[config.mk]
export PLATFORM = sky130hd
export DESIGN_NAME = adctt_top
export DESIGN_NICKNAME = d
export VERILOG_FILES = /design/src/adctt_pkg.sv /design/src/adctt_top.sv
export SDC_FILE = /design/constraint.sdc
export NUM_CORES = 1
export LEC_CHECK = 0
export ABC_CLOCK_PERIOD_IN_PS = 3800
export BUFFER_PORTS_ARGS = -buffer_cell sky130_fd_sc_hd__buf_2
export CAP_MARGIN = 5
export CORE_ASPECT_RATIO = 1.2
export CORE_UTILIZATION = 30
export CTS_CLUSTER_DIAMETER = 120
export DETAILED_ROUTE_END_ITERATION = 12
export PLACE_DENSITY = 0.49
export REMOVE_ABC_BUFFERS = 1
export SLEW_MARGIN = 20
export SYNTH_ARGS = -nofsm -noshare
export SYNTH_HDL_FRONTEND = slang
export SYNTH_SLANG_ARGS = --single-unit
export TNS_END_PERCENT = 30
[constraint.sdc]
create_clock -name pclk -period 3.8 [get_ports pclk]
set_clock_uncertainty 0.1 [all_clocks]
set_input_delay 0.38 -clock pclk [delete_from_list [all_inputs] [get_ports pclk]]
set_output_delay 0.38 -clock pclk [all_outputs]
set_load 0.05 [all_outputs]
[src/adctt_pkg.sv]
/*
 * Package for the ADC trigger timer pair: register map, field layout,
 * reset values and the packed carriers of the configuration words.
 * Assumes a 32-bit APB register bus with one aligned word per register.
 */
package adctt_pkg;

	// ----------------------------------------------------------------
	// Register byte offsets
	// ----------------------------------------------------------------
	localparam logic [7:0] ADDR_UNIT_CTRL   = 8'h00;
	localparam logic [7:0] ADDR_PRESCALER   = 8'h04;
	localparam logic [7:0] ADDR_START_TRIG  = 8'h08;
	localparam logic [7:0] ADDR_STOP_TRIG   = 8'h0c;
	localparam logic [7:0] ADDR_ENABLE_FLAG = 8'h10;
	localparam logic [7:0] ADDR_MASTER_MODE = 8'h14;
	localparam logic [7:0] ADDR_SLAVE_MODE  = 8'h18;
	localparam logic [7:0] ADDR_MASTER_DATA = 8'h1c;
	localparam logic [7:0] ADDR_SLAVE_DATA  = 8'h20;
	localparam logic [7:0] ADDR_MASTER_CNT  = 8'h24;
	localparam logic [7:0] ADDR_SLAVE_CNT   = 8'h28;
	localparam logic [7:0] ADDR_OUT_CTRL    = 8'h2c;
	localparam logic [7:0] ADDR_STATUS      = 8'h30;

	// ----------------------------------------------------------------
	// Field positions and widths
	// ----------------------------------------------------------------
	localparam int BIT_UNIT_CLK   = 0;
	localparam int BIT_UNIT_PWR   = 1;
	localparam int BIT_MASTER_TRG = 0;
	localparam int BIT_SLAVE_TRG  = 1;
	localparam int PSC_FIELD_W    = 4;
	localparam int CNT_W          = 16;
	localparam int CFG_W          = 4;
	localparam int OUT_W          = 6;

	// ----------------------------------------------------------------
	// Reset and terminal values
	// ----------------------------------------------------------------
	localparam logic [CNT_W-1:0] CNT_ZERO  = 16'h0000;
	localparam logic [CNT_W-1:0] CNT_ONE   = 16'h0001;
	localparam logic [CNT_W-1:0] CNT_MAX   = 16'hffff;
	localparam logic [15:0]      PSC_RESET = 16'h0000;
	localparam logic [1:0]       UNIT_RESET = 2'h0;

	// Count clock choices: each of the master and slave channels selects any one of a, b, c and d
	typedef enum logic [1:0] {
		ADCTT_CK_A = 2'h0,
		ADCTT_CK_B = 2'h1,
		ADCTT_CK_C = 2'h2,
		ADCTT_CK_D = 2'h3
	} adctt_clk_e;

	// Channel mode word
	typedef struct packed {
		adctt_clk_e clk_sel;
		logic       func_type2;
		logic       start_interrupt_mode_bit;
	} adctt_mode_s;

	// Output control word
	typedef struct packed {
		logic slave_output_mode;
		logic slave_output_level;
		logic slave_output_enable;
		logic master_output_mode;
		logic master_output_level;
		logic master_output_enable;
	} adctt_out_s;

	localparam adctt_mode_s MODE_RESET = '0;
	localparam adctt_out_s  OUT_RESET  = '0;

endpackage

[src/adctt_top.sv]
/*
 * ADC trigger timer pair: a master interval channel and a slave duty
 * channel whose interrupt starts an A/D conversion, with APB registers.
 * Assumes a single 25 MHz pclk, inputs synchronous to it, and an APB
 * master that keeps each request steady until the access completes.
 */
`timescale 1ns/1ns

module adctt_top (
	// Clock and reset
	input  wire logic                        pclk,
	input  wire logic                        presetn,
	// APB slave
	input  wire logic                        psel,
	input  wire logic                        penable,
	input  wire logic                        pwrite,
	input  wire logic [7:0]                  paddr,
	input  wire logic [31:0]                 pwdata,
	output logic      [31:0]                 prdata,
	output logic                             pready,
	output logic                             pslverr,
	// Timer outputs
	output logic                             master_out_level,
	output logic                             master_out_enable,
	output logic                             slave_out_level,
	output logic                             slave_out_enable,
	output logic                             master_interrupt,
	output logic                             slave_interrupt
);
	import adctt_pkg::*;

	// ----------------------------------------------------------------
	// Helpers
	// ----------------------------------------------------------------
	// One-cycle enable when the low sel bits of the divider are all ones
	function automatic logic psc_tick(input logic [15:0] cnt, input logic [3:0] sel);
		logic [15:0] mask;
		mask = 16'hffff >> (5'h10 - {1'b0, sel});
		if (sel == 4'h0) begin
			mask = 16'h0000;
		end
		return (cnt & mask) == mask;
	endfunction

	// ----------------------------------------------------------------
	// Register state
	// ----------------------------------------------------------------
	logic [1:0]        unit_q;
	logic [15:0]       psc_q;
	adctt_mode_s       mcfg_q;
	adctt_mode_s       scfg_q;
	logic [CNT_W-1:0]  mper_q;
	logic [CNT_W-1:0]  sduty_q;
	adctt_out_s        out_q;
	logic [15:0]       div_q;
	logic              m_en_q;
	logic              s_en_q;
	logic              m_pend_q;
	logic              s_pend_q;
	logic              s_run_q;
	logic              s_up_q;
	logic [CNT_W-1:0]  m_cnt_q;
	logic [CNT_W-1:0]  s_cnt_q;
	logic [CNT_W-1:0]  m_per_sh_q;
	logic [CNT_W-1:0]  s_duty_sh_q;
	logic              m_irq_q;
	logic              s_irq_q;
	logic [31:0]       prdata_q;

	// ----------------------------------------------------------------
	// Bus decode
	// ----------------------------------------------------------------
	wire        setup_ph  = psel & ~penable;
	wire        access_ph = psel & penable;
	wire        unit_off  = ~unit_q[BIT_UNIT_CLK] & ~unit_q[BIT_UNIT_PWR];
	wire        unit_run  = unit_q[BIT_UNIT_CLK];
	wire        hit       = (paddr <= ADDR_STATUS) && (paddr[1:0] == 2'h0);
	wire        wr        = access_ph & pwrite & hit;
	wire        wr_reg    = wr & ~unit_off;
	wire        wr_unit   = wr & (paddr == ADDR_UNIT_CTRL);
	wire        wr_psc    = wr_reg & (paddr == ADDR_PRESCALER);
	wire        wr_start  = wr_reg & (paddr == ADDR_START_TRIG);
	wire        wr_stop   = wr_reg & (paddr == ADDR_STOP_TRIG);
	wire        wr_mmode  = wr_reg & (paddr == ADDR_MASTER_MODE);
	wire        wr_smode  = wr_reg & (paddr == ADDR_SLAVE_MODE);
	wire        wr_mdata  = wr_reg & (paddr == ADDR_MASTER_DATA);
	wire        wr_sdata  = wr_reg & (paddr == ADDR_SLAVE_DATA);
	wire        wr_out    = wr_reg & (paddr == ADDR_OUT_CTRL);
	wire        m_stop    = wr_stop & pwdata[BIT_MASTER_TRG];
	wire        s_stop    = wr_stop & pwdata[BIT_SLAVE_TRG];
	wire        m_start   = wr_start & pwdata[BIT_MASTER_TRG] & ~m_stop;
	wire        s_start   = wr_start & pwdata[BIT_SLAVE_TRG] & ~s_stop;

	// Read selection; trigger registers always read as zero
	logic [31:0] rd_mux;
	always_comb begin
		rd_mux = 32'h0000_0000;
		if (paddr == ADDR_UNIT_CTRL) begin
			rd_mux = {30'h0, unit_q};
		end else if (paddr == ADDR_PRESCALER) begin
			rd_mux = {16'h0, psc_q};
		end else if (paddr == ADDR_ENABLE_FLAG) begin
			rd_mux = {30'h0, s_en_q, m_en_q};
		end else if (paddr == ADDR_MASTER_MODE) begin
			rd_mux = {28'h0, mcfg_q};
		end else if (paddr == ADDR_SLAVE_MODE) begin
			rd_mux = {28'h0, scfg_q};
		end else if (paddr == ADDR_MASTER_DATA) begin
			rd_mux = {16'h0, mper_q};
		end else if (paddr == ADDR_SLAVE_DATA) begin
			rd_mux = {16'h0, sduty_q};
		end else if (paddr == ADDR_MASTER_CNT) begin
			rd_mux = {16'h0, m_cnt_q};
		end else if (paddr == ADDR_SLAVE_CNT) begin
			rd_mux = {16'h0, s_cnt_q};
		end else if (paddr == ADDR_OUT_CTRL) begin
			rd_mux = {26'h0, out_q};
		end else if (paddr == ADDR_STATUS) begin
			rd_mux = {28'h0, s_pend_q, m_pend_q, s_run_q, s_up_q};
		end
	end

	// ----------------------------------------------------------------
	// Count clocks
	// ----------------------------------------------------------------
	// four prescaled count clocks, a/b low group, c/d high group
	wire [3:0] ck_tick;
	assign ck_tick[0] = unit_run & psc_tick(div_q, psc_q[3:0]);
	assign ck_tick[1] = unit_run & psc_tick(div_q, psc_q[7:4]);
	assign ck_tick[2] = unit_run & psc_tick(div_q, psc_q[11:8]);
	assign ck_tick[3] = unit_run & psc_tick(div_q, psc_q[15:12]);
	wire m_tick = ck_tick[mcfg_q.clk_sel];
	wire s_tick = ck_tick[scfg_q.clk_sel];

	// ----------------------------------------------------------------
	// Master channel events
	// ----------------------------------------------------------------
	// start load at the first count clock, interrupt only by mode bit
	wire m_load = m_en_q & m_pend_q & m_tick;
	// on the count clock after zero, interrupt and reload
	wire m_wrap = m_en_q & ~m_pend_q & m_tick & (m_cnt_q == CNT_ZERO);
	wire m_dec  = m_en_q & ~m_pend_q & m_tick & (m_cnt_q != CNT_ZERO);
	wire m_fire = m_wrap | (m_load & mcfg_q.start_interrupt_mode_bit);

	// ----------------------------------------------------------------
	// Slave channel events
	// ----------------------------------------------------------------
	wire type2     = scfg_q.func_type2;
	wire s_active  = s_en_q & ~unit_off;
	// master wraps alternate down and up status
	wire s_flip_up = type2 & s_active & m_wrap & ~s_up_q;
	wire s_carrier = type2 & s_active & m_wrap & s_up_q;
	wire s_load2   = type2 & s_active & s_pend_q & s_tick;
	// master interrupt loads the one-count slave
	wire s_load1   = ~type2 & s_active & m_fire;
	wire s_count   = s_active & s_run_q & s_tick & ~s_pend_q;
	wire [16:0] up_end = {1'b0, m_per_sh_q} + 17'h00001;
	// down status ends one count clock after reaching zero
	wire s_end_dn  = s_count & (~type2 | ~s_up_q) & (s_cnt_q == CNT_ZERO);
	// up status ends one count clock after the count reaches master period plus one
	wire s_end_up  = s_count & type2 & s_up_q & ({1'b0, s_cnt_q} == up_end);
	// A status flip or carrier reload in the same tick must not swallow an end of count
	wire s_fire    = (s_end_dn & ~s_load1) | s_end_up;

	// ----------------------------------------------------------------
	// Configuration registers
	// ----------------------------------------------------------------
	// unit off holds every channel register at its initial value
	always_ff @(posedge pclk or negedge presetn) begin
		if (!presetn) begin
			unit_q  <= UNIT_RESET;
			psc_q   <= PSC_RESET;
			mcfg_q  <= MODE_RESET;
			scfg_q  <= MODE_RESET;
			mper_q  <= CNT_ZERO;
			sduty_q <= CNT_ZERO;
		end else begin
			if (wr_unit) unit_q <= pwdata[1:0];
			if (unit_off) begin
				psc_q   <= PSC_RESET;
				mcfg_q  <= MODE_RESET;
				scfg_q  <= MODE_RESET;
				mper_q  <= CNT_ZERO;
				sduty_q <= CNT_ZERO;
			end else begin
				if (wr_psc) psc_q <= pwdata[15:0];
				if (wr_mmode) mcfg_q <= adctt_mode_s'(pwdata[CFG_W-1:0]);
				if (wr_smode) scfg_q <= adctt_mode_s'(pwdata[CFG_W-1:0]);
				if (wr_mdata) mper_q <= pwdata[CNT_W-1:0];
				if (wr_sdata) sduty_q <= pwdata[CNT_W-1:0];
			end
		end
	end

	// Output control; master level toggles by hardware on master interrupts while master output is enabled
	always_ff @(posedge pclk or negedge presetn) begin
		if (!presetn) begin
			out_q <= OUT_RESET;
		end else if (unit_off) begin
			out_q <= OUT_RESET;
		end else if (wr_out) begin
			out_q <= adctt_out_s'(pwdata[OUT_W-1:0]);
		end else if (m_fire & out_q.master_output_enable) begin
			// toggling the preset level marks down high, up low
			out_q.master_output_level <= ~out_q.master_output_level;
		end
	end

	// Free-running prescaler divider
	always_ff @(posedge pclk or negedge presetn) begin
		if (!presetn) begin
			div_q <= 16'h0000;
		end else if (!unit_run) begin
			div_q <= 16'h0000;
		end else begin
			div_q <= div_q + 16'h0001;
		end
	end

	// ----------------------------------------------------------------
	// Master channel
	// ----------------------------------------------------------------
	always_ff @(posedge pclk or negedge presetn) begin
		if (!presetn) begin
			m_en_q     <= 1'b0;
			m_pend_q   <= 1'b0;
			m_cnt_q    <= CNT_ZERO;
			m_per_sh_q <= CNT_ZERO;
			m_irq_q    <= 1'b0;
		end else if (unit_off) begin
			m_en_q     <= 1'b0;
			m_pend_q   <= 1'b0;
			m_cnt_q    <= CNT_ZERO;
			m_per_sh_q <= CNT_ZERO;
			m_irq_q    <= 1'b0;
		end else begin
			m_irq_q <= m_fire;
			// stop clears the flag and freezes the count
			if (m_stop) begin
				m_en_q   <= 1'b0;
				m_pend_q <= 1'b0;
			end else if (m_start) begin
				m_en_q   <= 1'b1;
				m_pend_q <= 1'b1;
			end else if (m_load) begin
				m_pend_q <= 1'b0;
			end
			// reload period data at zero, else count down
			if (m_load | m_wrap) begin
				m_cnt_q    <= mper_q;
				m_per_sh_q <= mper_q;
			end else if (m_dec) begin
				m_cnt_q <= m_cnt_q - 16'h0001;
			end
		end
	end

	// ----------------------------------------------------------------
	// Slave channel
	// ----------------------------------------------------------------
	always_ff @(posedge pclk or negedge presetn) begin
		if (!presetn) begin
			s_en_q      <= 1'b0;
			s_pend_q    <= 1'b0;
			s_run_q     <= 1'b0;
			s_up_q      <= 1'b0;
			s_cnt_q     <= CNT_ZERO;
			s_duty_sh_q <= CNT_ZERO;
			s_irq_q     <= 1'b0;
		end else if (unit_off) begin
			s_en_q      <= 1'b0;
			s_pend_q    <= 1'b0;
			s_run_q     <= 1'b0;
			s_up_q      <= 1'b0;
			s_cnt_q     <= CNT_ZERO;
			s_duty_sh_q <= CNT_ZERO;
			s_irq_q     <= 1'b0;
		end else begin
			s_irq_q <= s_fire;
			if (s_stop) begin
				s_en_q   <= 1'b0;
				s_pend_q <= 1'b0;
				s_run_q  <= 1'b0;
			end else if (s_start) begin
				s_en_q   <= 1'b1;
				s_pend_q <= type2;
				s_run_q  <= 1'b0;
			end
			// master load opens down status, each wrap flips it
			if (m_load) begin
				s_up_q <= 1'b0;
			end else if (m_wrap) begin
				s_up_q <= ~s_up_q;
			end
			if (s_load1 | s_load2 | s_carrier) begin
				// first count clock loads duty, then down count
				// up-status master interrupt reloads the duty
				// duty is sampled at each of these loads, never at the flip to up status
				s_cnt_q     <= sduty_q;
				s_duty_sh_q <= sduty_q;
				s_run_q     <= 1'b1;
				if (s_load2) s_pend_q <= 1'b0;
			end else if (s_flip_up) begin
				s_cnt_q <= s_duty_sh_q;
				s_run_q <= 1'b1;
			end else if (s_fire) begin
				// one-count duty stops until the next trigger
				s_run_q <= 1'b0;
			end else if (s_count) begin
				// counts never wrap past the 16-bit ends
				if (type2 & s_up_q) begin
					if (s_cnt_q != CNT_MAX) s_cnt_q <= s_cnt_q + CNT_ONE;
				end else if (s_cnt_q != CNT_ZERO) begin
					s_cnt_q <= s_cnt_q - CNT_ONE;
				end
			end
		end
	end

	// APB read data, captured in the setup cycle
	always_ff @(posedge pclk or negedge presetn) begin
		if (!presetn) begin
			prdata_q <= 32'h0000_0000;
		end else if (setup_ph & ~pwrite) begin
			prdata_q <= rd_mux;
		end
	end

	// ----------------------------------------------------------------
	// Outputs
	// ----------------------------------------------------------------
	assign prdata            = prdata_q;
	assign pready            = 1'b1;
	assign pslverr           = access_ph & ~hit;
	assign master_out_level  = out_q.master_output_level;
	assign master_out_enable = out_q.master_output_enable;
	assign slave_out_level   = out_q.slave_output_level;
	assign slave_out_enable  = out_q.slave_output_enable;
	assign master_interrupt  = m_irq_q;
	assign slave_interrupt   = s_irq_q;
endmodule
# Word level (Yosys, flattened, before mapping)
# Index checks and enable logic that the tools add are counted.
totals:
  register_bits: 184
  out_inout_bits: 40
classes:
  addsub: 9
  magnitude_cmp: 3
  n_eq_ne: 20
  shift: 4
  mux: 76
  n_bitwise: 78
  reduce_logical: 29
ops:
  columns: ["cell", "n"]
  rows:
  - ["16-bit 2-to-1 mux", 32]
  - ["32-bit 2-to-1 mux", 3]
  - ["16-bit bitwise AND", 4]
  - ["16-bit == test", 4]
  - ["16-bit by 5-bit >> shifter with 16-bit output (first input constant)", 4]
  - ["1-bit bitwise AND", 54]
  - ["8-bit by 6-bit == test with 1-bit output (second input constant)", 5]
  - ["16-bit by 1-bit adder with 16-bit output (second input constant)", 2]
  - ["8-bit by 5-bit == test with 1-bit output (second input constant)", 4]
  - ["16-bit zero test", 2]
  - ["16-bit nonzero test", 2]
  - ["16-bit by 1-bit subtractor with 16-bit output (second input constant)", 2]
  - ["1-bit 2-to-1 mux", 31]
  - ["4-bit 2-to-1 mux", 6]
  - ["5-bit by 4-bit subtractor with 5-bit output (first input constant)", 4]
  - ["16-bit by 1-bit adder with 17-bit output (second input constant)", 1]
  - ["16-bit by 17-bit == test with 1-bit output", 1]
  - ["8-bit by 4-bit == test with 1-bit output (second input constant)", 2]
  - ["4-bit zero test", 4]
  - ["16-bit != test (second input constant)", 1]
  - ["2-bit nonzero test", 8]
  - ["3-bit nonzero test", 5]
  - ["1-bit inverter", 14]
  - ["6-bit 2-to-1 mux", 2]
  - ["other kinds (14)", 22]

# Depth between registers and ports, before layout
logic_depth:
  ltp_word: 19
  depth_mapped: 15
  mapped_depth_nobuf: 13

# Worst setup path after synthesis
# No wires, ideal clock.
synth_timing:
  kind: "register to register"
  startpoint: "register psc_q[8]"
  endpoint: "register s_cnt_q[15]"
  setup_ns: 0.082
  t_arrival_ns: 3.560
  required_ns: 3.618
  slack_ns: 0.058
  path_stages_with_launch: 13
  path_buffers: 1
  cell_sequence: "dfrtp_1 > inv_1 > ha_1 > xor2_1 > a221o_1 > nor4_1 > a21oi_1 > mux4_2 > or4_1 > buf_2 > or4_1 > a21bo_1 > a31oi_1"
synth_between:
  elab_chain_cells: 17
  elab_cells_between_ends: 41
  cone_classes: "1 x add/sub; 3 x eq/ne; 1 x shift; 8 x mux; 24 x bitwise; 4 x reduce/logical"
synth_lines:
  columns: ["item", "line_no", "text"]
  rows:
  - ["from (decl)", "adctt_top.sv:49", "logic [15:0] psc_q;"]
  - ["from (signal assigned)", "adctt_top.sv:186", "if (wr_psc) psc_q <= pwdata[15:0];"]
  - ["5-bit by 4-bit subtractor with 5-bit output", "adctt_top.sv:38", "mask = 16'hffff >> (5'h10 - {1'b0, sel});"]
  - ["16-bit by 5-bit >> shifter with 16-bit output", "adctt_top.sv:38", null]
  - ["16-bit 2-to-1 mux (*)", "adctt_top.sv:39", "if (sel == 4'h0) begin"]
  - ["16-bit bitwise AND", "adctt_top.sv:42", "return (cnt & mask) == mask;"]
  - ["16-bit == test (*)", "adctt_top.sv:42", null]
  - ["1-bit bitwise AND (*)", "adctt_top.sv:130", "assign ck_tick[2] = unit_run & psc_tick(div_q, psc_q[11:8]);"]
  - ["1-bit binary-select mux with 2-bit select", "adctt_top.sv:132", "wire m_tick = ck_tick[mcfg_q.clk_sel];"]
  - ["1-bit 2-to-1 mux (implied by the code)", "adctt_top.sv:132", null]
  - ["1-bit bitwise AND, on equally long branches", "adctt_top.sv:141, adctt_top.sv:139", null]
  - ["1-bit bitwise AND, on equally long branches", "adctt_top.sv:141, adctt_top.sv:143", null]
  - ["1-bit bitwise OR", "adctt_top.sv:143", "wire m_fire = m_wrap | (m_load & mcfg_q.start_interrupt_mode_bit);"]
  - ["1-bit bitwise AND", "adctt_top.sv:155", "wire s_load1 = ~type2 & s_active & m_fire;"]
  - ["1-bit inverter", "adctt_top.sv:163", "wire s_fire = (s_end_dn & ~s_load1) | s_end_up;"]
  - ["1-bit bitwise AND", "adctt_top.sv:163", null]
  - ["1-bit bitwise OR", "adctt_top.sv:163", null]
  - ["4-bit by 3-bit != test with 1-bit output (no line)", null, null]
  - ["4-bit AND reduction (no line)", null, null]
  - ["to (signal assigned)", "adctt_top.sv:299", "s_cnt_q <= sduty_q;"]
  - ["to (signal assigned)", "adctt_top.sv:304", "s_cnt_q <= s_duty_sh_q;"]
  - ["to (signal assigned)", "adctt_top.sv:312", "if (s_cnt_q != CNT_MAX) s_cnt_q <= s_cnt_q + CNT_ONE;"]
  - ["to (decl)", "adctt_top.sv:63", "logic [CNT_W-1:0] s_cnt_q;"]
# Every way passes the cells marked *; elsewhere a longest branch is shown, timed or not. The select of a mux whose other input is x is not followed.
# A chain may end at the register's enable or synchronous reset.

# Worst setup path after layout
layout_timing:
  startpoint: "register psc_q[1]"
  endpoint: "register s_cnt_q[15]"
layout_between:
  elab_chain_cells: 17
  elab_cells_between_ends: 41
  cone_classes: "1 x add/sub; 3 x eq/ne; 1 x shift; 8 x mux; 24 x bitwise; 4 x reduce/logical"
layout_lines:
  columns: ["item", "line_no", "text"]
  rows:
  - ["5-bit by 4-bit subtractor with 5-bit output", "adctt_top.sv:38", null]
  - ["16-bit by 5-bit >> shifter with 16-bit output", "adctt_top.sv:38", null]
  - ["16-bit 2-to-1 mux (*)", "adctt_top.sv:39", null]
  - ["16-bit bitwise AND", "adctt_top.sv:42", null]
  - ["16-bit == test (*)", "adctt_top.sv:42", null]
  - ["1-bit bitwise AND (*)", "adctt_top.sv:128", "assign ck_tick[0] = unit_run & psc_tick(div_q, psc_q[3:0]);"]
  - ["1-bit binary-select mux with 2-bit select", "adctt_top.sv:132", null]
  - ["1-bit 2-to-1 mux (implied by the code)", "adctt_top.sv:132", null]
  - ["1-bit bitwise AND, on equally long branches", "adctt_top.sv:141, adctt_top.sv:139", null]
  - ["1-bit bitwise AND, on equally long branches", "adctt_top.sv:141, adctt_top.sv:143", null]
  - ["1-bit bitwise OR", "adctt_top.sv:143", null]
  - ["1-bit bitwise AND", "adctt_top.sv:155", null]
  - ["1-bit inverter", "adctt_top.sv:163", null]
  - ["1-bit bitwise AND", "adctt_top.sv:163", null]
  - ["1-bit bitwise OR", "adctt_top.sv:163", null]
  - ["4-bit by 3-bit != test with 1-bit output (no line)", null, null]
  - ["4-bit AND reduction (no line)", null, null]
# Marked as above.

==> impl_results.md <==
* Num ports at 85
* Crit. Startpoint: psc_q[1]$_DFFE_PN0P_
* Fin nets at 1432
* Initial antenna violation count at 0
* Fin. Hold Viols at 0
* Vias at 9987
* Clock Sink Count at 168
* PortBufs at 51
* Maximum capacitance violations at 0
* Setup-failing EPs final at 0
* CP max stage cell: or4_4
* DR iter-0 viols at 687
* Reg2Reg Depth at 14
* Crit-path max cell delay at 510 ps
* Pins Over Slew Limit at 0
* DRC Markers at 0
* Number of synthesized register bits at 168
* Largest net degree at the start of global routing at 77
* Peak VDD IR at 0.225 mV
* # fillers at 3659
* DIE AREA at 36800 um^2
* RSZ-0062 raised after global routing: yes
* Post-Route WL at 37400 um
* Area Overhead vs Synth at 19.2%
* Synth warnings at 0
* Required time worst endpoint at 4090 ps
* Detailed Routing Iterations Pass 1 at 5
* R2r endpoint: s_cnt_q[15]$_DFFE_PN0P_
* FP Rows at 75
* Final period util at 0.992
* Critical path class: reg -> reg
* Flop2flop setup slack at 30 ps
* Post-synth EDFFs at 0
* Syn Inst Count at 1257
* Status: complete, no violations
* Critical path arrival at 4060 ps
* Area after DPL at 12100 um^2
* CTS clk-pin slew, worst paths at 80 ps
* Root Driver: clkbuf_16
* Synth Cell Area at 10800 um^2
* Placed cells at 1791
* Most frequent cells in the layout: 189 x nand2_1, 168 x dfrtp_1, 116 x nor2_1
* Gr usage total at 0.209
* RD Place Congestion at 0.885
* CP delay by family, top: simple AND/OR/NAND/NOR gates
* Startpoint types: flip-flop
* CP Max Fanout at 4
* Synth async-reset ratio at 1.00
* F_max at 265 MHz
* WP depth at 14
* Hpwl dp at 26800 um
* Die width at 175 um
* Inserted Diodes at 0
* Fin Hold WS at 78.8 ps
* Setup crit end kind: flip-flop
* Yosys cell types at 86
* Final min period at 3770 ps
* Area of the multi-input gates at 6270 um^2
* Min-delay worst type: in -> reg
* Leading cell type in the layout, fill and taps excluded: nand2_1
* Clock Latency Late Sink at 470 ps
* Clock buffers created by TritonCTS at 17
* Grt ovf at 0
* First-pass GRT wire length at 58300 um
* Least-Margin Pin Slew at 1080 ps
* Cells along the critical path: inv_2, ha_4, buf_6, mux2i_2, a211oi_2, nor4_2, a31oi_1, or2_1, mux4_2, or4_4, buf_6, or4_4, a21bo_1, a31oi_1
* Post-DRT Antenna Nets at 0
* Leak pwr at 5.30 nW
* Layout cells sized above 1 at 0.184
* Post-route insts no fill at 1832
* Reg2reg start: psc_q[1]$_DFFE_PN0P_
* Final Cell Area at 12900 um^2
* Pwr dens at 301 nW/um^2
* Top FF cell, synth: dfrtp_1
* CTS max path bufs at 2
* Die Span Y at 210 um
* CTS tree: done
* Syn_area_per_cell at 8.60 um^2
* Critical path buffers and inverters at 3
* Vias per std cell at 5.45
* Core area at 35200 um^2
* Initial Util at 0.307
* Vias in the first global route at 9793
* Relative slew slack at 0.271
* Register area share after synthesis at 0.389
* CP endpoint: s_cnt_q[15]$_DFFE_PN0P_
* Max H-tree Level at 4
* Register area at 4200 um^2
* WL/cell at 20.4 um
==> sequential cells by signal (all words and copies together) (netlist names), 3 cells and up <==
| register | count |
|---|---|
| m_per_sh_q | 16 |
| mcfg_q | 4 |
| mper_q | 16 |
| scfg_q | 3 |
| psc_q | 16 |
| prdata | 16 |
| s_duty_sh_q | 16 |
| div_q | 16 |
| m_cnt_q | 16 |
| sduty_q | 16 |
| s_cnt_q | 16 |
==> cell usage after synthesis, drive strengths merged (9+ instances only) <==
cell    instances  share of area
a211oi          9         0.0062
nand2         190          0.066
xor2           14          0.011
inv            32          0.011
a21oi          93          0.043
nor2b          13         0.0078
a222oi         12          0.011
a31oi          19          0.011
nor3           33          0.016
ha             29          0.034
buf            37          0.022
nand4          14         0.0081
nor4           12         0.0081
mux2           18          0.019
and2           14         0.0081
nand3          30          0.014
xnor2          35          0.030
or3            13         0.0075
a22oi          26          0.018
o21a           11         0.0076
o21ai          63          0.029
nand2b         10         0.0058
nor2          117          0.041
clkbuf         57          0.020
mux2i          52          0.048
dfrtp         168           0.39
==> power breakdown <==
part | total (mW) | switching, mW | internal (mW) | leakage (nW)
Sequential | 1.83 | 0.0167 | 1.81 | 2.32
Clock | 1.76 | 0.882 | 0.875 | 0.281
Combinational | 0.295 | 0.240 | 0.0549 | 2.70
Total | 3.88 | 1.14 | 2.74 | 5.30
==> what timing repair did <==
action | CTS | global route
pin swaps | 2 | 14
buffers inserted | 0 | 8
gates resized for setup | 2 | 31
hold buffers | 1 | 0
endpoints found under the setup margin | 14 | 15
endpoints found under the hold margin | 65 | 0
==> area by class of cell <==
type / count / area share
clock buffers: 17 / 0.0330
clock inverters: 15 / 0.0116
inverters: 32 / 0.00932
multi-input cells: 978 / 0.487
flip-flops and latches: 168 / 0.326
well taps: 462 / 0.0448
repair buffers: 160 / 0.0884
==> metal layers <==
metal,track usage,up-vias,wire (um)
met4,0.122,0,1930
li1,-,4699,-
met2,0.330,324,17100
met1,0.275,4880,16600
met5,0,-,0
met3,0.0271,84,1810
==> tightest hold or removal path, delay by kind of cell <==
kind	cells	cell delay [ps]
buffers and inverters	1	120
and+or+nand+nor	1	50
AOI/OAI and AO/OA	1	50
==> logic make-up (layout without fill, tap and decap cells) <==
| family | after synthesis | count (layout) | share of synthesized area |
|---|---|---|---|
| buf+inv | 126 | 224 | 0.0533 |
| xor+xnor | 49 | 49 | 0.0411 |
| mux | 71 | 71 | 0.0693 |
| other cells | 2 | 17 | 0.000694 |
| compound gates | 325 | 325 | 0.202 |
| fa+ha+maj | 30 | 30 | 0.0354 |
| simple gates | 486 | 486 | 0.210 |
| flops | 168 | 168 | 0.389 |
==> through the flow <==
stage	power (mW)	worst slack (ps)	util	TNS (ps)
floorplan	2.03	-2170	-	-103290
global placement	2.16	-93.4	0.344	-93.4
detailed placement	2.16	-109	0.344	-270
CTS	3.93	-76.3	0.361	-76.3
global route	4.01	-197	0.366	-200
finish	3.88	29.7	0.366	0
==> worst min-delay path by stage <==
stage,slack (ps),cells past startpoint,endpoint,start
global route,90,3,mper_q[15]$_DFFE_PN0P_,pwdata[15]
floorplan,-20,0,div_q[0]$_DFF_PN0_,presetn
global placement,350,1,unit_q[0]$_DFFE_PN0P_,presetn
finish,80,3,mper_q[14]$_DFFE_PN0P_,pwdata[14]
detailed placement,350,1,mcfg_q[2]$_DFFE_PN0P_,presetn
CTS,70,3,mper_q[14]$_DFFE_PN0P_,pwdata[14]
(Power assumes the default switching activity.)
